--- src/core/timer_shell_pkg.sv ---
// Package of register map, field layout and encodings for the timer shell
package timer_shell_pkg;
  // Register indices on the plain register port
  localparam logic [3:0] ADDR_CTRL_FIRST  = 4'h0;
  localparam logic [3:0] ADDR_CTRL_SECOND = 4'h1;
  localparam logic [3:0] ADDR_CNT_LOW     = 4'h2;
  localparam logic [3:0] ADDR_CNT_HIGH    = 4'h3;
  localparam logic [3:0] ADDR_CMPA_LOW    = 4'h4;
  localparam logic [3:0] ADDR_CMPA_HIGH   = 4'h5;
  localparam logic [3:0] ADDR_CMPP        = 4'h6;
  localparam logic [3:0] ADDR_PIN_FUNC    = 4'h7;
  localparam logic [3:0] ADDR_STATUS      = 4'h8;
  // Field positions in the first control register
  localparam int CTRL_PAUSE_BIT = 7;
  localparam int CLK_SEL_MSB    = 6;
  localparam int CLK_SEL_LSB    = 4;
  localparam int CTRL_ON_BIT    = 3;
  // Field positions in the second control register
  localparam int MODE_MSB    = 7;
  localparam int MODE_LSB    = 6;
  localparam int IO_MSB      = 5;
  localparam int IO_LSB      = 4;
  localparam int OUT_CTL_BIT = 3;
  localparam int CCLR_BIT    = 0;
  // Implemented bits of the pin-function and first control registers, and the idle read byte
  localparam logic [7:0] PIN_FUNC_MASK  = 8'h87;
  localparam logic [7:0] CTRL_FIRST_MASK = 8'hF8;
  localparam logic [7:0] RESET_BYTE     = 8'h00;
  // Counter clock selection codes
  localparam logic [2:0] CK_SYS_DIV4  = 3'h0;
  localparam logic [2:0] CK_SYS       = 3'h1;
  localparam logic [2:0] CK_H_DIV16   = 3'h2;
  localparam logic [2:0] CK_H_DIV64   = 3'h3;
  localparam logic [2:0] CK_TBC       = 3'h4;
  localparam logic [2:0] CK_RESERVED  = 3'h5;
  localparam logic [2:0] CK_PIN_RISE  = 3'h6;
  localparam logic [2:0] CK_PIN_FALL  = 3'h7;
  // Prescaler taps
  localparam int DIV4_BIT  = 1;
  localparam int DIV8_BIT  = 2;
  localparam int DIV16_BIT = 3;
  localparam int DIV64_BIT = 5;
  // Operating modes
  typedef enum logic [1:0] {
    MODE_COMPARE = 2'h0,
    MODE_UNDEF   = 2'h1,
    MODE_PWM     = 2'h2,
    MODE_TIMER   = 2'h3
  } timer_mode_type;
  // Compare output actions
  localparam logic [1:0] IO_NONE   = 2'h0;
  localparam logic [1:0] IO_LOW    = 2'h1;
  localparam logic [1:0] IO_HIGH   = 2'h2;
  localparam logic [1:0] IO_TOGGLE = 2'h3;
endpackage : timer_shell_pkg

--- src/core/timer_shell.sv ---
// Compact timer module with clock select, compare, pin control and byte access
//
// Operation
// - Counter compared; match interrupts, clears, drives pin
// - Three-bit field selects counter clock source
// - Reserved code 101 feeds no clock
// - Input pin counts on selectable edge
// - Separate interrupts for comparators A and P
// - Input pin routed only when selected
// - Compare output sets, clears or toggles pin
// - PWM waveform on the same output pin
// - Capture mode makes output pin an input
// - Pin follows on, mode and output settings
// - Pin-function enables for timers 0,1,2
// - Unimplemented pin-function bits read zero
// - High byte direct, low byte via buffer
// - Buffer moves on low-byte write and high-byte read
// - Low-byte compare write fills buffer only
// - High-byte write also loads buffered low
// - High-byte read captures low into buffer
// - Low-byte read returns buffer contents
// - Compact type: compare, timer, PWM modes
// - Clock select occupies bits six to four
`timescale 1ns/1ps
`default_nettype none
module timer_shell
  import timer_shell_pkg::*;
#(
  parameter int COUNT_WIDTH = 16
) (
  // Clock and reset
  input  wire logic       clk_sys,
  input  wire logic       rst_n,
  // Register port
  input  wire logic [3:0] reg_addr,
  input  wire logic [7:0] reg_wdata,
  input  wire logic       reg_wr,
  input  wire logic       reg_rd,
  output logic [7:0]      reg_rdata,
  // Internal clock enables from the chip
  input  wire logic       high_clock_tick,
  input  wire logic       time_base_tick,
  // External clock input pin
  input  wire logic       timer_clock_input_pin,
  // Timer output pin, two-way
  input  wire logic       timer_output_pin_in,
  output logic            timer_output_pin_out,
  output logic            timer_output_pin_oe,
  // Capture-mode request from sibling timer logic
  input  wire logic       capture_mode,
  // Pin ownership towards the pin-share logic
  output logic            clock_pin_owned,
  output logic [2:0]      pin_enables,
  // Interrupt requests
  output logic            match_a_irq,
  output logic            match_p_irq
);
  initial begin
    if (COUNT_WIDTH != 16) $error("compact timer counter must be 16 bits");
  end

  typedef struct packed {
    logic [7:0]  ctrl_first;
    logic [7:0]  ctrl_second;
    logic [7:0]  cmp_p;
    logic [7:0]  pin_func;
    logic [7:0]  rdata;
    logic [COUNT_WIDTH-1:0] count;
    logic [5:0]  presc_sys;
    logic [5:0]  presc_h;
    logic        out_level;
    logic        on_last;
    logic        irq_a;
    logic        irq_p;
    logic        ck_sync1;
    logic        ck_sync2;
    logic        tp_sync1;
    logic        tp_sync2;
    logic        tp_sample;
  } shell_state_type;
  shell_state_type state_reg;
  shell_state_type state_next;

  logic [2:0]      clk_sel;
  logic            running;
  logic            paused;
  timer_mode_type  mode;
  logic [1:0]      io_sel;
  logic            pin_tick;
  logic            count_tick;
  logic            match_a;
  logic            match_p;
  logic            on_rise;
  logic [15:0]     cmp_a_value;
  logic [7:0]      cnt_buf;
  logic [7:0]      cnt_high;
  logic [7:0]      cmpa_buf;
  logic [7:0]      cmpa_high;
  logic            wr_sel;
  logic            rd_sel;
  logic            pwm_level;
  logic            pwm_active;
  logic            advance;
  logic            pin_used;

  // Decoded control fields
  assign clk_sel = state_reg.ctrl_first[CLK_SEL_MSB:CLK_SEL_LSB];
  assign paused  = state_reg.ctrl_first[CTRL_PAUSE_BIT];
  assign running = state_reg.ctrl_first[CTRL_ON_BIT];
  assign mode    = timer_mode_type'(state_reg.ctrl_second[MODE_MSB:MODE_LSB]);
  assign io_sel  = state_reg.ctrl_second[IO_MSB:IO_LSB];
  assign on_rise = running & ~state_reg.on_last;
  // Counter moves only when on, not paused and fed; a parked counter raises no requests
  assign advance = running && !paused && count_tick;

  // Input pin reaches the timer only when a pin clock is chosen
  assign clock_pin_owned = (clk_sel == CK_PIN_RISE) || (clk_sel == CK_PIN_FALL);

  edge_tick u_pin_edge (
    .clk_sys  (clk_sys),
    .rst_n    (rst_n),
    .level_in (state_reg.ck_sync2 & clock_pin_owned),
    .fall_sel (clk_sel == CK_PIN_FALL),
    .tick     (pin_tick)
  );

  // Clock source selection; reserved code gives no ticks
  always_comb begin
    unique case (clk_sel)
      CK_SYS_DIV4: count_tick = &state_reg.presc_sys[DIV4_BIT:0];
      CK_SYS:      count_tick = 1'b1;
      CK_H_DIV16:  count_tick = high_clock_tick & (&state_reg.presc_h[DIV16_BIT:0]);
      CK_H_DIV64:  count_tick = high_clock_tick & (&state_reg.presc_h[DIV64_BIT:0]);
      CK_TBC:      count_tick = time_base_tick;
      CK_RESERVED: count_tick = 1'b0;
      CK_PIN_RISE: count_tick = pin_tick;
      CK_PIN_FALL: count_tick = pin_tick;
    endcase
  end

  // Comparators: A on all bits, P on the top byte
  assign match_a = running && (state_reg.count == cmp_a_value);
  assign match_p = running && (state_reg.count[COUNT_WIDTH-1 -: 8] == state_reg.cmp_p);

  // Register strobes for the byte pairs
  assign wr_sel = reg_wr;
  assign rd_sel = reg_rd;

  byte_pair #(.WIDTH(COUNT_WIDTH)) u_cnt_pair (
    .clk_sys    (clk_sys),
    .rst_n      (rst_n),
    .wr_low     (1'b0),
    .wr_high    (1'b0),
    .rd_high    (rd_sel && reg_addr == ADDR_CNT_HIGH),
    .wdata      (reg_wdata),
    .live_sel   (1'b1),
    .live_value (state_reg.count),
    .value      (),
    .buf_byte   (cnt_buf),
    .high_byte  (cnt_high)
  );

  byte_pair #(.WIDTH(16)) u_cmpa_pair (
    .clk_sys    (clk_sys),
    .rst_n      (rst_n),
    .wr_low     (wr_sel && reg_addr == ADDR_CMPA_LOW),
    .wr_high    (wr_sel && reg_addr == ADDR_CMPA_HIGH),
    .rd_high    (rd_sel && reg_addr == ADDR_CMPA_HIGH),
    .wdata      (reg_wdata),
    .live_sel   (1'b0),
    .live_value (16'h0000),
    .value      (cmp_a_value),
    .buf_byte   (cmpa_buf),
    .high_byte  (cmpa_high)
  );

  // PWM: active from counter restart until match A; out ctl gives the active level
  // Codes: 00 forced inactive, 01 forced active, 10 waveform, 11 undefined held inactive
  assign pwm_active = state_reg.count < cmp_a_value;
  assign pwm_level  = (io_sel == IO_HIGH) ? (pwm_active ~^ state_reg.ctrl_second[OUT_CTL_BIT]) :
                      (io_sel == IO_LOW)  ? state_reg.ctrl_second[OUT_CTL_BIT] :
                                            ~state_reg.ctrl_second[OUT_CTL_BIT];

  // Next-state logic: registers, prescalers, counter, pin level
  always_comb begin
    state_next         = state_reg;
    state_next.on_last = running;
    state_next.irq_a   = match_a && advance;
    state_next.irq_p   = match_p && advance;
    // Pin inputs pass two flops first
    state_next.ck_sync1 = timer_clock_input_pin;
    state_next.ck_sync2 = state_reg.ck_sync1;
    state_next.tp_sync1 = timer_output_pin_in;
    state_next.tp_sync2 = state_reg.tp_sync1;
    if (capture_mode && pin_used) begin
      state_next.tp_sample = state_reg.tp_sync2;
    end
    // Free-running prescalers
    state_next.presc_sys = 6'(state_reg.presc_sys + 6'h01);
    if (high_clock_tick) begin
      state_next.presc_h = 6'(state_reg.presc_h + 6'h01);
    end
    // Counter
    if (on_rise) begin
      state_next.count = '0;
      if (mode == MODE_COMPARE) begin
        state_next.out_level = state_reg.ctrl_second[OUT_CTL_BIT];
      end
    end else if (advance) begin
      if ((match_a && state_reg.ctrl_second[CCLR_BIT]) || (match_p && !state_reg.ctrl_second[CCLR_BIT])) begin
        state_next.count = '0;
      end else begin
        state_next.count = COUNT_WIDTH'(state_reg.count + 1'b1);
      end
      // Output action on comparator A match
      if (match_a && mode == MODE_COMPARE) begin
        unique case (io_sel)
          IO_NONE:   state_next.out_level = state_reg.out_level;
          IO_LOW:    state_next.out_level = 1'b0;
          IO_HIGH:   state_next.out_level = 1'b1;
          IO_TOGGLE: state_next.out_level = ~state_reg.out_level;
        endcase
      end
    end
    // Software writes
    if (reg_wr) begin
      unique case (reg_addr)
        ADDR_CTRL_FIRST:  state_next.ctrl_first  = reg_wdata & CTRL_FIRST_MASK;
        ADDR_CTRL_SECOND: state_next.ctrl_second = reg_wdata;
        ADDR_CMPP:        state_next.cmp_p       = reg_wdata;
        ADDR_PIN_FUNC:    state_next.pin_func    = reg_wdata & PIN_FUNC_MASK;
        default:          state_next.rdata       = state_reg.rdata;
      endcase
    end
    // Read data stands in the cycle after the strobe only
    state_next.rdata = RESET_BYTE;
    if (reg_rd) begin
      unique case (reg_addr)
        ADDR_CTRL_FIRST:  state_next.rdata = state_reg.ctrl_first;
        ADDR_CTRL_SECOND: state_next.rdata = state_reg.ctrl_second;
        ADDR_CNT_LOW:     state_next.rdata = cnt_buf;
        ADDR_CNT_HIGH:    state_next.rdata = cnt_high;
        ADDR_CMPA_LOW:    state_next.rdata = cmpa_buf;
        ADDR_CMPA_HIGH:   state_next.rdata = cmpa_high;
        ADDR_CMPP:        state_next.rdata = state_reg.cmp_p;
        ADDR_PIN_FUNC:    state_next.rdata = state_reg.pin_func & PIN_FUNC_MASK;
        ADDR_STATUS:      state_next.rdata = {5'h00, state_reg.tp_sample, state_reg.out_level, running};
        default:          state_next.rdata = RESET_BYTE;
      endcase
    end
  end

  always_ff @(posedge clk_sys) begin
    if (!rst_n) begin
      state_reg <= '0;
    end else begin
      state_reg <= state_next;
    end
  end

  // Pin enables per timer, timer 0 in bit 0
  assign pin_enables = state_reg.pin_func[2:0];

  // Output pin used only when on and configured to drive
  assign pin_used = state_reg.pin_func[2] & running & (mode != MODE_TIMER) & (mode != MODE_UNDEF);

  // Output drive: compare level or PWM waveform on one pin
  assign timer_output_pin_oe  = pin_used & ~capture_mode;
  assign timer_output_pin_out = (mode == MODE_PWM) ? pwm_level : state_reg.out_level;

  assign reg_rdata   = state_reg.rdata;
  assign match_a_irq = state_reg.irq_a;
  assign match_p_irq = state_reg.irq_p;
endmodule : timer_shell
`default_nettype wire

--- src/core/edge_tick.sv ---
// Tick generator: one-cycle pulse on a chosen edge of a slow level
`timescale 1ns/1ps
`default_nettype none
module edge_tick (
  // Clock and reset
  input  wire logic clk_sys,
  input  wire logic rst_n,
  // Level to watch, same domain
  input  wire logic level_in,
  input  wire logic fall_sel,
  // Pulse out
  output logic      tick
);
  typedef struct packed {
    logic last;
  } edge_state_type;
  edge_state_type state_reg;
  edge_state_type state_next;

  // Remember the previous level
  always_comb begin
    state_next      = state_reg;
    state_next.last = level_in;
  end

  always_ff @(posedge clk_sys) begin
    if (!rst_n) begin
      state_reg <= '0;
    end else begin
      state_reg <= state_next;
    end
  end

  // Rising or falling edge per selection
  assign tick = fall_sel ? (state_reg.last & ~level_in) : (~state_reg.last & level_in);
endmodule : edge_tick
`default_nettype wire

--- src/core/byte_pair.sv ---
// Buffered low/high byte register pair with shared byte buffer
`timescale 1ns/1ps
`default_nettype none
module byte_pair #(
  parameter int WIDTH = 16
) (
  // Clock and reset
  input  wire logic             clk_sys,
  input  wire logic             rst_n,
  // Software accesses
  input  wire logic             wr_low,
  input  wire logic             wr_high,
  input  wire logic             rd_high,
  input  wire logic [7:0]       wdata,
  // Live value for a read-only pair
  input  wire logic             live_sel,
  input  wire logic [WIDTH-1:0] live_value,
  // Stored value and read-back
  output logic [WIDTH-1:0]      value,
  output logic [7:0]            buf_byte,
  output logic [7:0]            high_byte
);
  initial begin
    if (WIDTH <= 8 || WIDTH > 16) $error("byte_pair WIDTH must be 9..16");
  end

  typedef struct packed {
    logic [WIDTH-1:0] value;
    logic [7:0]       buffer;
  } pair_state_type;
  pair_state_type state_reg;
  pair_state_type state_next;
  logic [WIDTH-1:0] src;

  assign src = live_sel ? live_value : state_reg.value;

  // Buffer moves on a low-byte write or a high-byte read
  always_comb begin
    state_next = state_reg;
    if (wr_low) begin
      state_next.buffer = wdata;
    end
    if (wr_high) begin
      state_next.value = {wdata[WIDTH-9:0], state_reg.buffer};
    end
    if (rd_high) begin
      state_next.buffer = src[7:0];
    end
  end

  always_ff @(posedge clk_sys) begin
    if (!rst_n) begin
      state_reg <= '0;
    end else begin
      state_reg <= state_next;
    end
  end

  assign value     = state_reg.value;
  assign buf_byte  = state_reg.buffer;
  assign high_byte = 8'(src[WIDTH-1:8]);
endmodule : byte_pair
`default_nettype wire

--- config.mk ---
export PLATFORM = sky130hd
export DESIGN_NAME = timer_shell
export DESIGN_NICKNAME = d
export VERILOG_FILES = /design/src/core/timer_shell_pkg.sv /design/src/core/timer_shell.sv /design/src/core/edge_tick.sv /design/src/core/byte_pair.sv
export SDC_FILE = /design/constraint.sdc
export NUM_CORES = 1
export LEC_CHECK = 0
export BUFFER_PORTS_ARGS = -buffer_cell sky130_fd_sc_hd__clkbuf_2
export CORE_MARGIN = 2
export CORE_UTILIZATION = 54
export CTS_CLUSTER_SIZE = 10
export DETAILED_ROUTE_END_ITERATION = 10
export PLACE_DENSITY = 0.87
export SLEW_MARGIN = 5
export SYNTH_ARGS = -nofsm -noshare
export SYNTH_HDL_FRONTEND = slang
export SYNTH_SLANG_ARGS = --single-unit
--- constraint.sdc ---
create_clock -name clk_sys -period 1.9 [get_ports clk_sys]
set_clock_uncertainty 0.15 [all_clocks]
set_input_delay 0.095 -clock clk_sys [delete_from_list [all_inputs] [get_ports clk_sys]]
set_output_delay 0.095 -clock clk_sys [all_outputs]
set_load 0.005 [all_outputs]
# --- Yosys cells after proc, flatten, opt, wreduce, memory -nomap -nowiden ---
# Index checks and enable logic that the tools add are counted.
word_totals:
  regBits: 103
  word_cells: 118
classes:
  addsub: 3
  order_cmp: 1
  n_eq_ne: 25
  n_mux: 14
  n_bitwise: 18
  reduce_logical: 36
op_table:
  columns: ["operator", "count"]
  rows:
  - ["8-bit one-hot mux with 9 select lines", 1]
  - ["16-bit by 1-bit adder with 16-bit output (second input constant)", 1]
  - ["16-bit equality test", 1]
  - ["4-bit by 3-bit equality test with 1-bit output (second input constant)", 4]
  - ["16-bit less-than comparator", 1]
  - ["16-bit 2-to-1 mux", 1]
  - ["8-bit 2-to-1 mux", 2]
  - ["1-bit logical AND", 14]
  - ["6-bit by 1-bit adder with 6-bit output (second input constant)", 2]
  - ["3-bit equality test (second input constant)", 4]
  - ["2-bit AND reduction", 6]
  - ["1-bit AND", 10]
  - ["4-bit by 2-bit equality test with 1-bit output (second input constant)", 2]
  - ["8-bit equality test", 1]
  - ["1-bit 2-to-1 mux", 8]
  - ["4-bit AND reduction", 2]
  - ["1-bit NOT", 7]
  - ["1-bit one-hot mux with 7 select lines", 1]
  - ["2-bit equality test (second input constant)", 3]
  - ["3-bit by 2-bit equality test with 1-bit output (second input constant)", 2]
  - ["6-bit AND reduction", 1]
  - ["2-bit nonzero test", 3]
  - ["4-bit by 1-bit equality test with 1-bit output (second input constant)", 1]
  - ["4-bit equality test (second input constant)", 1]
  - ["12 further kinds", 18]

# --- Longest topological paths before layout ---
# Gate-level depths: netlist (run 1).
depth:
  ltp_word: 10
  mapped_depth: 9

# --- Modules after synthesis ---
# A second synthesis (run 1) with hierarchy kept.
hier_totals:
  cells_unflattened: 622
  hier_area_um2: 6187.2
by_module_without_submodules:
  columns: ["mod", "instances", "cells_each", "area_per_inst_um2", "seq_area_each_um2"]
  rows:
  - ["timer_shell", 1, 423, 3863.7, 1321.3]
  - ["byte_pair", 2, 97, 1137.3, 480.5]
  - ["edge_tick", 1, 5, 48.8, 20.0]

# --- Least setup slack after synthesis (run 1) ---
# No wires, ideal clock.
synth_path:
  kind: "reg-to-reg"
  from: "register u_cmpa_pair.state_reg, in the netlist u_cmpa_pair.value[15]"
  to: "register state_reg[22] (netlist name)"
  arrival_time_ns: 1.785
  required_time_ns: 1.686
  path_slack_ns: -0.099
  path_stages_with_launch: 10
  synth_period_minus_slack_ns: 1.999
  path_cell_list: "dfxtp_1 > inv_1 > ha_1 > nand4_1 > nor3_1 > and3_1 > mux2_2 > a21o_2 > buf_4 > nor2_1"
synth_via:
  elab_chain_cells: 5
synth_lines:
  columns: ["element", "line", "rtl"]
  rows:
  - ["from (decl)", "byte_pair.sv:31", "pair_state_type state_reg;"]
  - ["from (signal assigned)", "byte_pair.sv:55", "state_reg <= state_next;"]
  - ["16-bit equality test", "timer_shell.sv:142", "assign match_a = running && (state_reg.count == cmp_a_value);"]
  - ["1-bit logical AND", "timer_shell.sv:142", null]
  - ["1-bit logical AND", "timer_shell.sv:210", "if ((match_a && state_reg.ctrl_second[CCLR_BIT]) || (match_p && !state_reg.ctrl_second[CCLR_BIT])) begin"]
  - ["1-bit logical OR", "timer_shell.sv:210", null]
  - ["16-bit 2-to-1 mux", "timer_shell.sv:210", null]
  - ["to (signal assigned)", "timer_shell.sv:257", "state_reg <= state_next;"]
  - ["to (decl)", "timer_shell.sv:81", "shell_state_type state_reg;"]
# Every way passes these cells.
# A chain may end at the register's enable or synchronous reset.

# --- Worst setup path after layout (run 1) ---
layout_path:
  from: "register u_cmpa_pair.state_reg, in the netlist u_cmpa_pair.value[15]"
  to: "output port timer_output_pin_out"
layout_via:
  elab_chain_cells: 4
layout_lines:
  columns: ["element", "line", "rtl"]
  rows:
  - ["16-bit less-than comparator", "timer_shell.sv:179", "assign pwm_active = state_reg.count < cmp_a_value;"]
  - ["1-bit XNOR", "timer_shell.sv:180", "assign pwm_level = (io_sel == IO_HIGH) ? (pwm_active ~^ state_reg.ctrl_second[OUT_CTL_BIT]) :"]
  - ["1-bit 2-to-1 mux", "timer_shell.sv:180", null]
  - ["1-bit 2-to-1 mux", "timer_shell.sv:269", "assign timer_output_pin_out = (mode == MODE_PWM) ? pwm_level : state_reg.out_level;"]
  - ["to (decl)", "timer_shell.sv:47", "output logic timer_output_pin_out,"]
# Every way passes these cells.

==> qor.yml, run 1 <==
dp_hpwl_microns: 10400
synth_top_family_by_area: "simple AND/OR/NAND/NOR gates"
synth_nets: 605
synth_edf_count: 0
setup_ws_ns: -0.673
drive_gt1_share_pct: 32.2
place_area_sq_mm: 0.00574
cts-root-buf: "clkbuf_8"
grt_start_max_net_pins: 20
cp_data_arrival_time_ns: 2.33
num-nets-final: 714
wl_microns: 17200
avgSynthCellArea_sq_um: 8.92
die-height_microns: 101
period_needed_ns: 2.57
worst-setup-path-type: "reg -> out"
num_io_pins: 37
grt-ovfl-total: 0
synth_top_area_cell: "dfxtp_1"
yosysSeqAreaShare_pct: 39.3
relSlewSlack_pct: 60.8
grt_usage_pct: 31.9
first_iter_violations: 621
tightest_slew_ns: 0.587
synth-compound-area-share_pct: 11.1
leakage_nw: 2.63
grt_pass1_vias: 4849
synthTopCellsByArea: "dfxtp_1, mux2i_1, nand2_1"
dr.pass1.iters: 5
initial_core_util_pct: 55.0
yosysTopAreaCellShare_pct: 39.3
violations: "setup timing"
clk_latency_ns: 0.38
dp_slack_ns: -0.270
rsz0062_at_grt: "true"
drc: 0
synthXorXnorAreaFrac_pct: 4.87
hold_viol_final: 0
synth_seq_cells: 99
cts_buffer_depth: 2
synthFlopType: "dfxtp_1"
place_congestion: 0.981
final_cell_mix: "buf_4, dfxtp_1, nand2_1, mux2i_1, nor2_1"
largest_reg_flops: 42
die_width_microns: 101
timing.setup.tns_ns: -7.01
routedWlPerCell_microns: 21.7
io_buffer_count: 36
power_density_mw_per_mm2: 618
die_area_sq_mm: 0.0101
coreArea_sq_mm: 0.00915
whs_ns: 0.00109
synth_adder_area_share_pct: 4.72
power_mw: 4.00
grt_antenna_before_repair: 0
finalMaxSlewViolations: 0
synth_cells: 565
hold_class: "in -> reg"
outcome: "finished with violations"
fmax_ghz: 0.389
setup_viol: 21
ant_nets: 0
vias_per_cell: 6.49
muxShareOfSynthArea_pct: 11.4
rows: 35
start_kind: "register"
async_flop_share_pct: 0
stdcell_area_sq_mm: 0.00647
crit_path_max_fanout: 3
via_count: 5126
numCtsBuffers: 9
final_common_cell: "buf_4"
tritoncts: "done"
path_clk_slew_ns: 0.10
synthDistinctLibCells: 56
syn_to_final_growth_pct: 28.4
max_cap_viol_count: 0
required_ns: 1.65
htree_levels: 3
crit_path_end_kind: "output port"
cts_sinks: 99
vdd_drop_max_uv: 506
syn_area_sq_mm: 0.00504
synthSimpleGateAreaFrac_pct: 23.3
period_share_pct: 135
grt_pass1_wl_microns: 24600
yosysWarnings: 0
==> layer usage <==
layer  up-vias  share of wire (%)  routed length, microns  global-route usage, %
met3       147                 10                    1740                   7.49
met2       410                 46                    7880                   52.7
met5         -                  0                       0                      0
met4         0                7.9                    1360                   17.6
li1       2172                  -                       -                      -
met1      2397                 36                    6190                   38.1
==> synth_stat cells, drive strengths merged (2+ instances only) <==
master  instances
a211oi          6
a21boi          4
a21o            3
a21oi          28
a22oi           4
and2            9
and3            5
and4            2
buf            19
clkbuf         17
dfxtp          99
ha             19
inv            21
mux2            2
mux2i          44
mux4            5
nand2          65
nand2b          5
nand3          25
nand3b          2
nand4          10
nor2           56
nor2b          30
nor3           16
nor3b           2
nor4            2
nor4b           4
o211a           7
o211ai          4
o21ai           5
o221ai          2
o32ai           3
xnor2          25
xor2            3
==> report_power, final <==
| part | switching, mW | total, mW | internal (mW) | leakage, nW |
|---|---|---|---|---|
| combinational | 0.214 | 0.371 | 0.157 | 1.72 |
| clock | 0.762 | 1.50 | 0.737 | 0.102 |
| sequential | 0.0235 | 2.12 | 2.10 | 0.809 |
| total | 1.00 | 4.00 | 3.00 | 2.63 |
==> worst max-delay path: stages (launching register included) <==
cell      delay, ns
dfxtp_2        0.35
inv_1          0.06
ha_4           0.29
nand4_1        0.26
nor3_2         0.26
a21boi_4       0.25
o41ai_4        0.12
xnor2_1        0.14
o21ai_1        0.11
buf_2          0.12
==> per-stage QoR <==
step                cells  util, %
CTS                   781     68.7
global placement      747     62.7
detailed placement    747     62.7
finish                790     70.7
floorplan             565        -
global route          789     70.6
==> cell type report <==
| type | count | area, sq um |
|---|---|---|
| multi-input combinational | 410 | 3070 |
| sequential | 99 | 2000 |
| clock inverter | 6 | 88.8 |
| tap | 111 | 139 |
| timing repair buffer | 133 | 957 |
| clock buffer | 9 | 124 |
| fill | 596 | 2690 |
| inverter | 21 | 78.8 |
| antenna | 1 | 2.50 |
==> what timing repair did <==
action	in CTS	in global routing
resized for setup	36	30
setup buffers	5	8
hold buffers	13	0
setup endpoints to repair	18	36
pin swaps	28	15
cloned	1	0
hold endpoints to repair	40	0
==> path summary, 6_finish.rpt <==
check	start	endpoint	slack, ns	cells past startpoint
max reg2reg	u_cmpa_pair.value[15]$_SDFFE_PN0P_	state_reg[30]$_SDFFE_PP0N_	-0.40	9
max	u_cmpa_pair.value[15]$_SDFFE_PN0P_	timer_output_pin_out	-0.67	9
min reg2reg	state_reg[15]$_SDFF_PN0_	state_reg[15]$_SDFF_PN0_	0.28	1
min	high_clock_tick	state_reg[13]$_SDFFE_PN0P_	0.001	4
==> cell families (layout without fill, tap and decap cells) <==
family	count (synthesis)	in the layout
compound gates	75	76
other cells	0	1
mux	51	51
buf+inv	57	169
fa+ha+maj	19	19
flops	99	99
xor+xnor	28	28
simple gates	236	236
Power figures use the tool's default switching activity.
==> run 2: changes to the inputs <==
--- a/config.mk
+++ b/config.mk
@@ -10,6 +10,7 @@
 export CORE_UTILIZATION = 54
 export CTS_CLUSTER_SIZE = 10
 export DETAILED_ROUTE_END_ITERATION = 10
+export HOLD_SLACK_MARGIN = 0.08
 export PLACE_DENSITY = 0.87
 export SLEW_MARGIN = 5
 export SYNTH_ARGS = -nofsm -noshare
==> run 2 against run 1 <==
The flow still finishes with violations (setup timing); combinational power up 2%; global-route usage grew 0.52 points; die area unchanged; sequential share of layout area decreased by 0.078 points; via count increased by 0.20%; sequential power barely moved; utilization rose by 0.18 points; critical path type unchanged; largest cell class unchanged; largest power group unchanged.
==> qor.yml, run 2 (same netlist as run 1, synthesis figures left out) <==
wl_met1_microns: 5960
coreArea_sq_mm: 0.00915
io_buffer_count: 36
vdd_drop_max_uv: 508
r2r_cells: 9
vias_per_cell: 6.48
finalMaxSlewViolations: 0
grt_antenna_before_repair: 0
die-height_microns: 101
wl_met3_microns: 1970
relSlewSlack_pct: 60.6
start_kind: "register"
cts-root-buf: "clkbuf_8"
num-nets-final: 717
tritoncts: "done"
place_congestion: 0.981
period_share_pct: 135
hold_viol_final: 0
violations: "setup timing"
dr.pass1.iters: 6
drive_gt1_share_pct: 31.7
fmax_ghz: 0.389
via_count: 5136
crit_path_max_fanout: 3
rsz0062_at_grt: "true"
period_needed_ns: 2.57
wl_met2_microns: 8010
dp_hpwl_microns: 10400
cts_buffer_depth: 2
final_cell_mix: "buf_4, dfxtp_1, nand2_1, mux2i_1, nor2_1"
r2r_end: "state_reg[30]$_SDFFE_PP0N_"
numCtsBuffers: 9
grt-ovfl-total: 0
stdcell_area_sq_mm: 0.00648
setup_ws_ns: -0.672
instances_no_fill: 792
path_clk_slew_ns: 0.09
wl_microns: 17300
die_width_microns: 101
drc: 0
syn_to_final_growth_pct: 28.7
routedWlPerCell_microns: 21.9
cp_data_arrival_time_ns: 2.33
grt_pass1_wl_microns: 25000
die_area_sq_mm: 0.0101
rows: 35
outcome: "finished with violations"
final_common_cell: "buf_4"
top_layer: "met4"
initial_core_util_pct: 55.0
holdPathEnd: "u_cmpa_pair.buf_byte[2]$_SDFFE_PN0P_"
r2r_slack_ns: -0.38
hp-start: "rst_n"
clk_latency_ns: 0.38
worst-setup-path-type: "reg -> out"
tightest_slew_ns: 0.583
grt_usage_pct: 32.4
max_cap_viol_count: 0
crit_path_end_kind: "output port"
htree_levels: 3
diodes: 0
num_io_pins: 37
hold_class: "in -> reg"
leakage_nw: 2.65
largest_reg_flops: 42
place_area_sq_mm: 0.00574
whs_path_depth: 2
r2r-start: "u_cmpa_pair.value[15]$_SDFFE_PN0P_"
grt_pass1_vias: 4872
ant_nets: 0
setup_viol: 20
dp.cells: 747
required_ns: 1.65
cts_sinks: 99
grt_start_max_net_pins: 20
first_iter_violations: 645
power_density_mw_per_mm2: 619
==> run 2: changes by cell type in the layout (fill, tap and decap cells not counted), sizes merged <==
cell         change
buf              +2
diode            -1
clkbuf           -1
dlygate4sd3      +2
==> run 2: per-stage QoR <==
stage	hold slack, ns	util, %	setup slack [ns]	TNS, ns	power (mW)
floorplan	0.0723	-	0.000478	0	2.34
global placement	0.155	62.7	-0.220	-1.54	2.46
detailed placement	0.157	62.7	-0.270	-2.59	2.47
CTS	0.100	69.0	-0.520	-3.87	3.95
global route	0.115	70.8	-0.717	-8.11	4.10
finish	0.119	70.8	-0.672	-6.84	4.02
==> run 2: area by class of cell <==
class | instances | area (sq um)
clock buffers | 9 | 124
clock inverters | 6 | 88.8
fillers | 579 | 2670
inverters | 21 | 78.8
multi-input cells | 410 | 3060
flip-flops and latches | 99 | 2000
well taps | 111 | 139
repair buffers | 136 | 985
==> run 2: power by group <==
part,switching (mW),internal (mW)
logic,0.217,0.160
clock network,0.778,0.737
registers,0.0228,2.10
==> run 2: timing repair <==
item                                   CTS  global route
buffers inserted                         5             9
cloned                                   1             0
pin swaps                               28            15
hold buffers                            15             0
resized for setup                       36            28
endpoints found under the hold margin   53             0
setup endpoints to repair               18            37
==> run 2: how the worst max path moves through the flow <==
| stage | startpoint | endpoint | slack [ns] |
|---|---|---|---|
| 2_1_floorplan | u_cmpa_pair.value[10]$_SDFFE_PN0P_ | state_reg[34]$_SDFFE_PP0N_ | 0.0005 |
| 5_1_grt | u_cmpa_pair.value[15]$_SDFFE_PN0P_ | timer_output_pin_out | -0.72 |
| 6_report | u_cmpa_pair.value[15]$_SDFFE_PN0P_ | timer_output_pin_out | -0.67 |
| 3_3_place_gp | u_cmpa_pair.value[10]$_SDFFE_PN0P_ | timer_output_pin_out | -0.22 |
| 3_5_place_dp | u_cmpa_pair.value[15]$_SDFFE_PN0P_ | timer_output_pin_out | -0.27 |
| 4_1_cts | u_cmpa_pair.value[9]$_SDFFE_PN0P_ | timer_output_pin_out | -0.52 |
==> run 2: layer usage <==
layer / vias up / GRT usage, %
li1: 2174 / -
met1: 2376 / 39.2
met5: - / 0
met3: 147 / 6.80
met4: 0 / 17.9
met2: 439 / 53.5
==> run 2: worst max-delay path, stage by stage (launching register included) <==
cell      delay (ns)
dfxtp_2         0.35
inv_1           0.06
ha_4            0.29
nand4_1         0.26
nor3_2          0.26
a21boi_4        0.25
o41ai_4         0.12
xnor2_1         0.14
o21ai_1         0.11
buf_2           0.12
==> run 3: changes to the inputs <==
--- a/config.mk
+++ b/config.mk
@@ -5,7 +5,9 @@
 export SDC_FILE = /design/constraint.sdc
 export NUM_CORES = 1
 export LEC_CHECK = 0
+export ABC_AREA = 1
 export BUFFER_PORTS_ARGS = -buffer_cell sky130_fd_sc_hd__clkbuf_2
+export CORE_ASPECT_RATIO = 0.9
 export CORE_MARGIN = 2
 export CORE_UTILIZATION = 54
 export CTS_CLUSTER_SIZE = 10
==> run 3 against run 2 <==
The run still ends with setup timing left; largest cell class unchanged; critical path type unchanged; clock-buffer cell count did not move; critical endpoint unchanged; power fell by 5.8%; combinational power is 15% higher; register-to-register slack better by 0.16 ns; wire length fell by 3.4%; non-clock buffer count is 28 lower; die area rose by 0.77%; synthesized cell count up 28%.
==> qor.yml, run 3 <==
syn_to_final_growth_pct: 26.6
n_fill_cell: 719
die_area_sq_mm: 0.0102
grt_pass1_wl_microns: 24600
initial_core_util_pct: 55.6
rows: 33
place_congestion: 1.01
coreArea_sq_mm: 0.00913
vias_per_cell: 5.87
critPathSlowestCell: "dfxtp_2"
setup_ws_ns: -0.369
synth_seq_cells: 99
io_buffer_count: 36
setup_viol: 18
tightest_slew_ns: 0.558
yosysTopAreaCellShare_pct: 39.0
routedWlPerCell_microns: 17.8
hp-start: "reg_addr[3]"
synthXorXnorAreaFrac_pct: 0.690
required_ns: 1.65
cp.buffers_inverters: 3
crit_path_end_kind: "output port"
via_count: 5520
dp_hpwl_microns: 11400
relSlewSlack_pct: 62.6
r2r_cells: 13
finalMaxSlewViolations: 0
dp_slack_ns: -0.0624
first_iter_violations: 726
fmax_ghz: 0.441
die-height_microns: 96.0
final_cell_mix: "nand2_1, inv_1, dfxtp_1, a21oi_1"
leakage_nw: 2.60
tritoncts: "done"
cts-root-buf: "clkbuf_8"
outcome: "finished with violations"
max_stage_delay_ns: 0.35
die_width_microns: 106
period_share_pct: 119
rsz0062_at_grt: "true"
hold_class: "in -> reg"
vdd_drop_max_uv: 650
cts_sinks: 99
r2r_end: "state_reg[26]$_SDFFE_PP0N_"
dr.pass1.iters: 6
syn_area_sq_mm: 0.00508
synth.most_common_cell: "nand2_1"
synth_edf_count: 0
crit_path_cell_trace: "inv_1, ha_4, nand2_2, inv_1, nand2_1, nand2_2, nand2_1, nand2_1, nand2_2, nand2_2, nand2_1, nand2_1, nand3_2, nand2_1, clkbuf_2"
grt_antenna_before_repair: 0
post-route-util_pct: 70.4
crit_top_cell: "nand2_1"
r2r-start: "u_cmpa_pair.value[5]$_SDFFE_PN0P_"
dp.cells: 891
synthDistinctLibCells: 40
numCtsBuffers: 9
synth_top_family_by_area: "simple AND/OR/NAND/NOR gates"
cp_data_arrival_time_ns: 2.02
hold_viol_final: 0
num-nets-final: 853
timing.setup.tns_ns: -3.38
async_flop_share_pct: 0
muxShareOfSynthArea_pct: 0
yosysWarnings: 0
grt_start_max_net_pins: 24
grt_pass1_vias: 4934
largest_reg_flops: 42
synth_top_area_cell: "dfxtp_1"
num_io_pins: 37
grt_usage_pct: 31.5
r2r_slack_ns: -0.22
synth_adder_area_share_pct: 4.68
holdPathEnd: "state_reg[59]$_SDFFE_PN0P_"
worst-setup-path-type: "reg -> out"
max_cap_viol_count: 0
cts_buffer_depth: 2
power_mw: 3.78
synth_nets: 766
wl_microns: 16700
avgSynthCellArea_sq_um: 6.99
critPathTopFamily: "simple AND/OR/NAND/NOR gates"
synthTopCellsByCount: "nand2_1, inv_1, dfxtp_1, a21oi_1, nor2_1"
path_clk_slew_ns: 0.09
period_needed_ns: 2.27
clk_latency_ns: 0.38
yosysSeqAreaShare_pct: 39.0
drc: 0
drive_gt1_share_pct: 26.7
grt-ovfl-total: 0
synthFlopType: "dfxtp_1"
synthTopCellsByArea: "dfxtp_1, nand2_1, a21oi_1"
ant_nets: 0
start_kind: "register"
violations: "setup timing"
final_common_cell: "nand2_1"
power_density_mw_per_mm2: 589
htree_levels: 3
synthSimpleGateAreaFrac_pct: 25.6
synth-compound-area-share_pct: 18.2
crit_path_max_fanout: 2
synth_cells: 726
instances_no_fill: 940
whs_path_depth: 5
## run 3: cell types whose count changed in the layout (fill, tap and decap cells not counted), moves of 28 or more
cell,previous run,this run
o21ai_0,2,51
buf_4,83,48
a21oi_1,24,71
inv_1,15,86
nor2b_1,28,0
nand2_1,65,131
mux2i_1,43,0
## run 3: layer usage
layer / vias to the layer above / track usage, % / part of all wire, %
li1: 2553 / - / -
met5: - / 0 / 0
met2: 353 / 54.2 / 47
met4: 0 / 9.76 / 3.3
met1: 2539 / 39.9 / 39
met3: 75 / 6.91 / 11
## run 3: area by class of cell
cell class | instances | area [sq um] | share of cell area (%)
diodes | 1 | 2.50 | 0.0389
clock buffers | 9 | 124 | 1.93
clock inverters | 6 | 41.3 | 0.643
inverters | 107 | 404 | 6.29
multi-input cells | 488 | 2900 | 45.2
flip-flops and latches | 99 | 2010 | 31.3
well taps | 122 | 153 | 2.38
repair buffers | 108 | 786 | 12.2
## run 3: logic make-up after synthesis
kind of cell | after synthesis
compound gates | 170
xor+xnor | 4
fa+ha+maj | 19
buf+inv | 140
flops | 99
simple gates | 294
## run 3: worst max-delay path by stage
stage	to	from	slack (ns)	depth (start not counted)
floorplan	state_reg[26]$_SDFFE_PP0N_	u_cmpa_pair.value[15]$_SDFFE_PN0P_	0.20	12
global placement	state_reg[28]$_SDFFE_PP0N_	state_reg[32]$_SDFFE_PP0N_	0.02	10
detailed placement	state_reg[26]$_SDFFE_PP0N_	u_cmpa_pair.value[5]$_SDFFE_PN0P_	-0.06	9
CTS	timer_output_pin_out	u_cmpa_pair.value[5]$_SDFFE_PN0P_	-0.25	13
global route	timer_output_pin_out	u_cmpa_pair.value[2]$_SDFFE_PN0P_	-0.46	15
finish	timer_output_pin_out	u_cmpa_pair.value[2]$_SDFFE_PN0P_	-0.37	15
## run 3: stage by stage
step	hold slack [ns]	area, sq um
floorplan	0.0350	5080
global placement	0.126	5510
detailed placement	0.135	5510
CTS	0.122	6150
global route	0.179	6420
finish	0.143	6430
## run 3: worst min-delay path: stages
cell and delay [ns]:
clkbuf_2 0.11, nor2_2 0.07, nand3_1 0.06, buf_4 0.20, a21oi_1 0.09
## run 3: power breakdown
part           switching (mW)  leakage [nW]  internal (mW)
Sequential             0.0206         0.813           2.11
Clock                   0.749        0.0896          0.474
Combinational           0.268          1.70          0.165
## run 3: repair_timing
action / 4_1_cts / 5_1_grt
gates resized for setup: 59 / 61
pin swaps: 21 / 33
buffers inserted: 8 / 6
endpoints found under the setup margin: 14 / 22
gates cloned: 0 / 1
hold endpoints to repair: 56 / 0
hold buffers: 20 / 0
